## src/rtl/gate_drv_pkg.sv

```systemverilog
// constants shared by the gate driver control slice
package gate_drv_pkg;

  // clock
  localparam int CLK_PERIOD_NS = 8;

  // register bus
  localparam int          ADDR_W = 8;
  localparam int          DATA_W = 32;
  localparam logic [7:0]  OFS_CTRL   = 8'h00;
  localparam logic [7:0]  OFS_DELAY  = 8'h04;
  localparam logic [7:0]  OFS_MASK   = 8'h08;
  localparam logic [7:0]  OFS_STATUS = 8'h0C;

  // control register fields
  localparam int CTRL_DRV_EN_BIT = 0;
  localparam logic CTRL_DRV_EN_RST = 1'b0;

  // delay register: two bits per channel, channel n at bits 2n+1:2n
  localparam int NUM_CH      = 6;
  localparam int NUM_LS      = 3;
  localparam int DLY_SEL_W   = 2;
  localparam logic [11:0] DELAY_RST = 12'h000;

  // mask register fields
  localparam int MASK_LS_BIT = 0;
  localparam int MASK_HS_BIT = 1;
  localparam logic [1:0] MASK_RST = 2'b00;

  // status register fields
  localparam int STAT_DRV_LSB    = 0;
  localparam int STAT_LS_TRIP    = 8;
  localparam int STAT_HS_TRIP    = 9;
  localparam int STAT_EVT_LEVEL  = 10;

  // propagation delays in ns, index = delay setting code
  localparam int LS_RISE_NS [4] = '{130, 170, 230, 360};
  localparam int LS_FALL_NS [4] = '{140, 180, 250, 380};
  localparam int HS_RISE_NS [4] = '{160, 200, 260, 380};
  localparam int HS_FALL_NS [4] = '{140, 180, 240, 370};

  localparam int CNT_W = 6;

  // least time: round up to whole cycles
  function automatic logic [CNT_W-1:0] ns_to_cyc(input int ns);
    int c;
    c = (ns + CLK_PERIOD_NS - 1) / CLK_PERIOD_NS;
    if (c < 1) begin
      c = 1;
    end
    return c[CNT_W-1:0];
  endfunction

  localparam logic [4*CNT_W-1:0] LS_RISE_TBL = {ns_to_cyc(LS_RISE_NS[3]), ns_to_cyc(LS_RISE_NS[2]),
                                                ns_to_cyc(LS_RISE_NS[1]), ns_to_cyc(LS_RISE_NS[0])};
  localparam logic [4*CNT_W-1:0] LS_FALL_TBL = {ns_to_cyc(LS_FALL_NS[3]), ns_to_cyc(LS_FALL_NS[2]),
                                                ns_to_cyc(LS_FALL_NS[1]), ns_to_cyc(LS_FALL_NS[0])};
  localparam logic [4*CNT_W-1:0] HS_RISE_TBL = {ns_to_cyc(HS_RISE_NS[3]), ns_to_cyc(HS_RISE_NS[2]),
                                                ns_to_cyc(HS_RISE_NS[1]), ns_to_cyc(HS_RISE_NS[0])};
  localparam logic [4*CNT_W-1:0] HS_FALL_TBL = {ns_to_cyc(HS_FALL_NS[3]), ns_to_cyc(HS_FALL_NS[2]),
                                                ns_to_cyc(HS_FALL_NS[1]), ns_to_cyc(HS_FALL_NS[0])};

endpackage

```

## src/rtl/drive_delay_chan.sv

```systemverilog
// one driver channel: selectable rise/fall propagation delay and forced switch-off
`timescale 1ns/1ps
module drive_delay_chan
  import gate_drv_pkg::*;
#(
  parameter logic [4*CNT_W-1:0] RISE_TBL = LS_RISE_TBL,
  parameter logic [4*CNT_W-1:0] FALL_TBL = LS_FALL_TBL
) (
  // clock and reset
  input  wire logic                 ref_clk_i,
  input  wire logic                 rstn_i,
  // control
  input  wire logic                 enable_i,
  input  wire logic                 ctrl_i,
  input  wire logic [DLY_SEL_W-1:0] sel_i,
  // output
  output logic                      drive_o
);

  logic [CNT_W-1:0] cnt_q;
  logic             drv_q;
  logic [CNT_W-1:0] target;

  // table lookup by delay code, rising or falling edge
  always_comb begin
    if (ctrl_i) begin
      target = RISE_TBL[sel_i*CNT_W +: CNT_W];
    end else begin
      target = FALL_TBL[sel_i*CNT_W +: CNT_W];
    end
  end

  // a pulse shorter than the delay is swallowed, as an analog delay line would
  always_ff @(posedge ref_clk_i) begin
    if (!rstn_i || !enable_i) begin
      cnt_q <= '0;
      drv_q <= 1'b0;
    end else if (ctrl_i == drv_q) begin
      cnt_q <= '0;
    end else if (cnt_q + 1'b1 >= target) begin
      cnt_q <= '0;
      drv_q <= ctrl_i;
    end else begin
      cnt_q <= cnt_q + 1'b1;
    end
  end

  assign drive_o = drv_q;

endmodule

```

## src/rtl/gate_driver_control_protect.sv

```systemverilog
// gate driver control slice: enable, per-channel delay and group protection
//
// How it works
// - after reset every driver channel stays off until software enables.
// - when enabled each output follows its own control input.
// - each channel has a two-bit code picking one of four delays.
// - low-side codes give 130/140, 170/180, 230/250, 360/380 ns.
// - high-side codes give 160/140, 200/180, 260/240, 380/370 ns.
// - channels 0 to 2 form low group, 3 to 5 high group.
// - protection event disables low, high or both groups per mask bits.
`timescale 1ns/1ps
module gate_driver_control_protect
  import gate_drv_pkg::*;
(
  // clock and reset
  input  wire logic              ref_clk_i,
  input  wire logic              rstn_i,
  // register port
  input  wire logic [ADDR_W-1:0] addr_i,
  input  wire logic [DATA_W-1:0] wdata_i,
  input  wire logic              wr_i,
  input  wire logic              rd_i,
  output logic      [DATA_W-1:0] rdata_o,
  // control inputs from ports or pwm
  input  wire logic [NUM_LS-1:0] low_side_ctrl_i,
  input  wire logic [NUM_LS-1:0] high_side_ctrl_i,
  // protection from analog front end
  input  wire logic              protect_event_one_i,
  // gate driver outputs
  output logic      [NUM_LS-1:0] low_side_drive_out_o,
  output logic      [NUM_LS-1:0] high_side_drive_out_o
);

  // registers
  logic                        drv_en_q;
  logic [NUM_CH*DLY_SEL_W-1:0] delay_q;
  logic [1:0]                  mask_q;
  logic                        ls_trip_q;
  logic                        hs_trip_q;
  logic [DATA_W-1:0]           rdata_q;

  // synchronisers
  logic [NUM_CH-1:0] ctrl_meta_q;
  logic [NUM_CH-1:0] ctrl_sync_q;
  logic              evt_meta_q;
  logic              evt_sync_q;

  logic [NUM_CH-1:0] ch_en;
  logic [NUM_CH-1:0] drive;
  logic              ls_off;
  logic              hs_off;

  logic wr_ctrl;
  logic wr_delay;
  logic wr_mask;
  logic wr_status;
  logic ls_clr;
  logic hs_clr;

  function automatic logic hit(input logic [ADDR_W-1:0] a, input logic [ADDR_W-1:0] ofs);
    return a == ofs;
  endfunction

  assign wr_ctrl   = wr_i && hit(addr_i, OFS_CTRL);
  assign wr_delay  = wr_i && hit(addr_i, OFS_DELAY);
  assign wr_mask   = wr_i && hit(addr_i, OFS_MASK);
  assign wr_status = wr_i && hit(addr_i, OFS_STATUS);

  // write one to a trip bit clears it; the other status bits ignore writes
  assign ls_clr = wr_status && wdata_i[STAT_LS_TRIP];
  assign hs_clr = wr_status && wdata_i[STAT_HS_TRIP];

  // a group is held off by its sticky trip, or by the live masked event before the trip lands
  function automatic logic group_off(input logic trip, input logic evt, input logic msk);
    return trip || (evt && msk);
  endfunction

  // pins are asynchronous to ref_clk_i, so two flops before any use
  always_ff @(posedge ref_clk_i) begin
    if (!rstn_i) begin
      ctrl_meta_q <= '0;
      ctrl_sync_q <= '0;
    end else begin
      ctrl_meta_q <= {high_side_ctrl_i, low_side_ctrl_i};
      ctrl_sync_q <= ctrl_meta_q;
    end
  end

  always_ff @(posedge ref_clk_i) begin
    if (!rstn_i) begin
      evt_meta_q <= 1'b0;
      evt_sync_q <= 1'b0;
    end else begin
      evt_meta_q <= protect_event_one_i;
      evt_sync_q <= evt_meta_q;
    end
  end

  // global enable, cleared by reset
  always_ff @(posedge ref_clk_i) begin
    if (!rstn_i) begin
      drv_en_q <= CTRL_DRV_EN_RST;
    end else if (wr_ctrl) begin
      drv_en_q <= wdata_i[CTRL_DRV_EN_BIT];
    end
  end

  always_ff @(posedge ref_clk_i) begin
    if (!rstn_i) begin
      delay_q <= DELAY_RST;
    end else if (wr_delay) begin
      delay_q <= wdata_i[NUM_CH*DLY_SEL_W-1:0];
    end
  end

  always_ff @(posedge ref_clk_i) begin
    if (!rstn_i) begin
      mask_q <= MASK_RST;
    end else if (wr_mask) begin
      mask_q <= {wdata_i[MASK_HS_BIT], wdata_i[MASK_LS_BIT]};
    end
  end

  // trips are sticky: a short event still shuts the group until software clears it;
  // an event present while the clear is written keeps the trip set
  always_ff @(posedge ref_clk_i) begin
    if (!rstn_i) begin
      ls_trip_q <= 1'b0;
    end else if (evt_sync_q && mask_q[MASK_LS_BIT]) begin
      ls_trip_q <= 1'b1;
    end else if (ls_clr) begin
      ls_trip_q <= 1'b0;
    end
  end

  always_ff @(posedge ref_clk_i) begin
    if (!rstn_i) begin
      hs_trip_q <= 1'b0;
    end else if (evt_sync_q && mask_q[MASK_HS_BIT]) begin
      hs_trip_q <= 1'b1;
    end else if (hs_clr) begin
      hs_trip_q <= 1'b0;
    end
  end

  // the live event also blocks its group, so no extra cycle passes before shutdown
  assign ls_off = group_off(ls_trip_q, evt_sync_q, mask_q[MASK_LS_BIT]);
  assign hs_off = group_off(hs_trip_q, evt_sync_q, mask_q[MASK_HS_BIT]);

  // pin to output: two sync flops, then the selected count of whole cycles; counts round up,
  // so no output moves before its set delay, and a pulse shorter than the delay is lost
  genvar g;
  generate
    for (g = 0; g < NUM_CH; g++) begin : g_ch
      if (g < NUM_LS) begin : g_ls
        assign ch_en[g] = drv_en_q && !ls_off;
        drive_delay_chan #(
          .RISE_TBL (LS_RISE_TBL),
          .FALL_TBL (LS_FALL_TBL)
        ) u_chan (
          .ref_clk_i (ref_clk_i),
          .rstn_i    (rstn_i),
          .enable_i  (ch_en[g]),
          .ctrl_i    (ctrl_sync_q[g]),
          .sel_i     (delay_q[g*DLY_SEL_W +: DLY_SEL_W]),
          .drive_o   (drive[g])
        );
      end else begin : g_hs
        assign ch_en[g] = drv_en_q && !hs_off;
        drive_delay_chan #(
          .RISE_TBL (HS_RISE_TBL),
          .FALL_TBL (HS_FALL_TBL)
        ) u_chan (
          .ref_clk_i (ref_clk_i),
          .rstn_i    (rstn_i),
          .enable_i  (ch_en[g]),
          .ctrl_i    (ctrl_sync_q[g]),
          .sel_i     (delay_q[g*DLY_SEL_W +: DLY_SEL_W]),
          .drive_o   (drive[g])
        );
      end
    end
  endgenerate

  assign low_side_drive_out_o  = drive[NUM_LS-1:0];
  assign high_side_drive_out_o = drive[NUM_CH-1:NUM_LS];

  // read data valid in the cycle after the strobe only; unmapped reads give zero
  always_ff @(posedge ref_clk_i) begin
    if (!rstn_i) begin
      rdata_q <= '0;
    end else if (rd_i) begin
      rdata_q <= '0;
      case (addr_i)
        OFS_CTRL: begin
          rdata_q[CTRL_DRV_EN_BIT] <= drv_en_q;
        end
        OFS_DELAY: begin
          rdata_q[NUM_CH*DLY_SEL_W-1:0] <= delay_q;
        end
        OFS_MASK: begin
          rdata_q[MASK_LS_BIT] <= mask_q[0];
          rdata_q[MASK_HS_BIT] <= mask_q[1];
        end
        OFS_STATUS: begin
          // live outputs and the synchronised event level, not the raw pin
          rdata_q[STAT_DRV_LSB +: NUM_CH] <= drive;
          rdata_q[STAT_LS_TRIP]           <= ls_trip_q;
          rdata_q[STAT_HS_TRIP]           <= hs_trip_q;
          rdata_q[STAT_EVT_LEVEL]         <= evt_sync_q;
        end
        default: begin
          rdata_q <= '0;
        end
      endcase
    end else begin
      rdata_q <= '0;
    end
  end

  assign rdata_o = rdata_q;

endmodule

```

## config.mk

```make
export PLATFORM = sky130hd
export DESIGN_NAME = gate_driver_control_protect
export DESIGN_NICKNAME = d
export VERILOG_FILES = /design/src/rtl/gate_drv_pkg.sv /design/src/rtl/drive_delay_chan.sv /design/src/rtl/gate_driver_control_protect.sv
export SDC_FILE = /design/constraint.sdc
export NUM_CORES = 1
export LEC_CHECK = 0
export ABC_AREA = 1
export BUFFER_PORTS_ARGS = -buffer_cell sky130_fd_sc_hd__buf_4
export CAP_MARGIN = 5
export CORE_MARGIN = 4
export CORE_UTILIZATION = 49
export CTS_CLUSTER_SIZE = 14
export DETAILED_ROUTE_END_ITERATION = 12
export GPL_ROUTABILITY_DRIVEN = 0
export PLACE_DENSITY_LB_ADDON = 0.2
export SLEW_MARGIN = 20
export SYNTH_ARGS = -nofsm -noshare
export SYNTH_HDL_FRONTEND = slang
export SYNTH_HIERARCHICAL = 1
export SYNTH_SLANG_ARGS = --single-unit
```

## constraint.sdc

```tcl
create_clock -name ref_clk_i -period 1.65 [get_ports ref_clk_i]
set_input_delay 0.33 -clock ref_clk_i [delete_from_list [all_inputs] [get_ports ref_clk_i]]
set_output_delay 0.33 -clock ref_clk_i [all_outputs]
set_load 0.01 [all_outputs]
```

==> impl_metrics.tcl <==
set metrics [dict create \
    violations "negative setup slack" \
    syn_area_um2 4950 \
    status "finished with violations" \
    path_class "flip-flop to flip-flop" \
    cts.path.max_buffers 2 \
    seq_area_um2 1790 \
    setup_viol_count_final 42 \
    min_path_type "input port to flip-flop" \
    io-pin-count 89 \
    r2r_slack_ps -170 \
    gr-usage-all-layers_pct 19.6 \
    synth-seq-cells 85 \
    layout_setup_ws_ps -167 \
    total_power_mw 3.86 \
    finalSetupTns_ps -4620 \
    reg2reg_from "g_ch[0].g_ls.u_chan/cnt_q[0]$_SDFF_PP0_" \
    globalRouteOverflowTotal 0 \
    routed_wirelength_mm 11.7 \
    grt_pass1_wl_mm 18.4 \
    rows 36 \
    dieArea_um2 11800 \
    reg2reg_depth 9 \
    crit_start "g_ch[0].g_ls.u_chan/cnt_q[0]$_SDFF_PP0_" \
    drv_cap 0 \
    skew_ps 10.2 \
    drc 0 \
    rsz0062_at_grt "yes" \
    clock.fmax_mhz 550 \
    synth_cells 698 \
    p_per_area_nw_per_um2 559 \
    fillCellCount 813 \
    multi_input_area_um2 3370 \
    grt_max_degree 14 \
    hpwl_mm 8.19 \
    first_global_vias 4296 \
    synth_area_per_cell_um2 7.09 \
    vdd_ir_drop_max_mv 0.423 \
    worstReg2RegEnd "g_ch[0].g_ls.u_chan/cnt_q[2]$_SDFF_PP0_" \
    synth_warnings 6 \
    cp.arrival_ps 2120 \
    final_hold_viol_count 0 \
    critPathLaunchType "flip-flop" \
    fp.dieH_um 108 \
    ys_seq_area_share_pct 34.4 \
    clkTransAtPathRegs_ps 90 \
    leakage_nw 3.36 \
    worstSetupEndpointType "flip-flop" \
    worstSkewPairLatency_ps 370 \
    start_util_pct 50.4 \
    dr_total_vias 4433 \
    crit_fanout 6 \
    crit_end "g_ch[0].g_ls.u_chan/cnt_q[2]$_SDFF_PP0_" \
    cts_tree "built" \
    drive_gt1_share_pct 38.6 \
    antenna_found_initial 0 \
    cts_sinks 85 \
    yosysUniqueCellTypes 28 \
    vias_per_cell 4.66 \
    slew_viol_final 0 \
    firstDrtPassIters 4 \
    cp.required_ps 1950 \
    final_nets 916 \
    period_share_pct 110 \
    final_antenna_net_count 0 \
    drt_iter0_drc 147 \
    n_antenna_cell 0 \
    wl_per_cell_um 12.3 \
    htreeDepth 3 \
    syn_to_final_growth_pct 39.8 \
    core_area_um2 9820 \
    cts-root-buf "clkbuf_8" \
    cts_buffers 9 \
    io_buffer_count 48 \
    min_period_ps 1820 \
    hold_buffers 0 \
    die_w_um 108 \
]
per-stage QoR:
stage | hold WS, ps | instance area (um^2) | util [%] | setup WS [ps] | cells
6_report | 139 | 6910 | 70.4 | -167 | 952
5_1_grt | 138 | 6910 | 70.4 | -299 | 952
4_1_cts | 129 | 6360 | 64.8 | -180 | 942
3_5_place_dp | 398 | 5870 | 59.8 | -204 | 918
3_3_place_gp | 395 | 5870 | 59.8 | -132 | 918
2_1_floorplan | 390 | 5190 | - | -9.07 | 717
cell usage in the layout (no fill, tap or decap), types with 3 or more instances in the layout:
cell type	n
dfxtp_2	19
clkbuf_8	12
xor2_2	11
buf_4	109
nand4_1	5
o21ai_2	4
o21a_1	5
dfxtp_4	16
inv_1	123
or2_2	3
nand2_2	23
nand3_2	6
nor2_2	28
conb_1	20
a21oi_1	14
a21oi_2	3
o21ai_1	7
nand4_4	6
xor2_1	11
ha_1	24
nand3_1	19
nand3_4	6
nand2_1	146
dfxtp_1	50
nor2_1	71
a21oi_4	6
o21ai_0	4
nand2_4	7
ha_4	25
inv_2	19
kinds of logic (layout without fill, tap and decap cells):
kind of cell | after synthesis | after routing | share of synthesized area [%]
fa+ha+maj | 51 | 51 | 12.9
other cells | 1 | 20 | 0.0758
simple gates | 326 | 326 | 27.8
compound gates | 43 | 43 | 5.97
flops | 85 | 85 | 34.4
xor+xnor | 24 | 24 | 4.25
buf+inv | 168 | 270 | 14.6
routing by layer:
metal | share of wire, % | vias to the layer above | global-route usage (%) | routed length, um
li1 | - | 2299 | - | -
met1 | 43 | 2029 | 22.6 | 5000
met2 | 52 | 85 | 35.7 | 6040
met3 | 3.8 | 20 | 3.94 | 439
met4 | 1.7 | 0 | 6.85 | 198
met5 | 0 | - | 0 | 0
worst max-delay path, cell delays in order, from the launching register on:
cell	delay [ps]
dfxtp_4	370
ha_4	160
buf_4	130
xor2_1	160
ha_1	210
nand2_1	70
nand2_1	90
a21oi_4	230
nand4_4	200
nor2_2	130
what timing repair did:
action,in CTS,in global routing
setup endpoints to repair,42,42
cloned,0,0
gates resized for setup,50,119
setup buffers,8,10
pin swaps,56,55
final cells by class:
class / count / share of cell area [%]
multi-input combinational: 464 / 48.8
sequential: 85 / 25.8
timing repair buffer: 111 / 12.2
inverter: 143 / 7.80
clock buffer: 13 / 2.44
tap: 133 / 2.41
clock inverter: 3 / 0.597
cell usage after synthesis:
cell | number | area (um^2)
nand2_4 | 1 | 11.3
nand4_1 | 5 | 31.3
o21a_1 | 5 | 37.5
or2_2 | 3 | 18.8
buf_4 | 20 | 150
inv_2 | 8 | 30.0
nand4_2 | 6 | 75.1
nor2_4 | 1 | 11.3
nor2_2 | 1 | 6.26
clkbuf_1 | 2 | 7.51
nor4_1 | 1 | 6.26
nor2_1 | 99 | 372
a21oi_4 | 6 | 97.6
a21oi_1 | 17 | 85.1
xor2_1 | 23 | 201
inv_4 | 1 | 6.26
nor3_1 | 3 | 15.0
ha_1 | 51 | 638
dfxtp_1 | 85 | 1700
o21ai_0 | 15 | 75.1
buf_1 | 1 | 3.75
nand3_1 | 31 | 155
nand2_1 | 169 | 634
nand2_2 | 6 | 37.5
inv_1 | 134 | 503
xnor2_1 | 1 | 8.76
conb_1 | 1 | 3.75
buf_6 | 2 | 22.5
where the power goes:
part / total, mW / switching, mW / internal (mW)
Clock: 1.58 / 0.752 / 0.824
Sequential: 2.05 / 0.00945 / 2.04
Combinational: 0.236 / 0.132 / 0.104
registers in the layout, indices dropped and copies added (netlist names):
| signal | count |
|---|---|
| ctrl_meta_q | 6 |
| ctrl_sync_q | 6 |
| delay_q | 12 |
| drv_en_q | 1 |
| evt_meta_q | 1 |
| evt_sync_q | 1 |
| g_ch.g_hs.u_chan/cnt_q | 18 |
| g_ch.g_hs.u_chan/drive_o | 3 |
| g_ch.g_ls.u_chan/cnt_q | 18 |
| g_ch.g_ls.u_chan/drive_o | 3 |
| hs_trip_q | 1 |
| ls_trip_q | 1 |
| mask_q | 2 |
| rdata_o | 12 |
how the worst min path moves through the flow:
stage,from,endpoint,slack [ps],cells after the start
3_3_place_gp,ctrl_meta_q[1]$_SDFF_PN0_,ctrl_sync_q[1]$_SDFF_PN0_,390,2
5_1_grt,low_side_ctrl_i[1],ctrl_meta_q[1]$_SDFF_PN0_,140,3
3_5_place_dp,ctrl_meta_q[5]$_SDFF_PN0_,ctrl_sync_q[5]$_SDFF_PN0_,400,2
4_1_cts,low_side_ctrl_i[1],ctrl_meta_q[1]$_SDFF_PN0_,130,3
6_report,low_side_ctrl_i[1],ctrl_meta_q[1]$_SDFF_PN0_,140,3
2_1_floorplan,ctrl_meta_q[3]$_SDFF_PN0_,ctrl_sync_q[3]$_SDFF_PN0_,390,2
No activity file was read; power rests on OpenSTA's default activity.
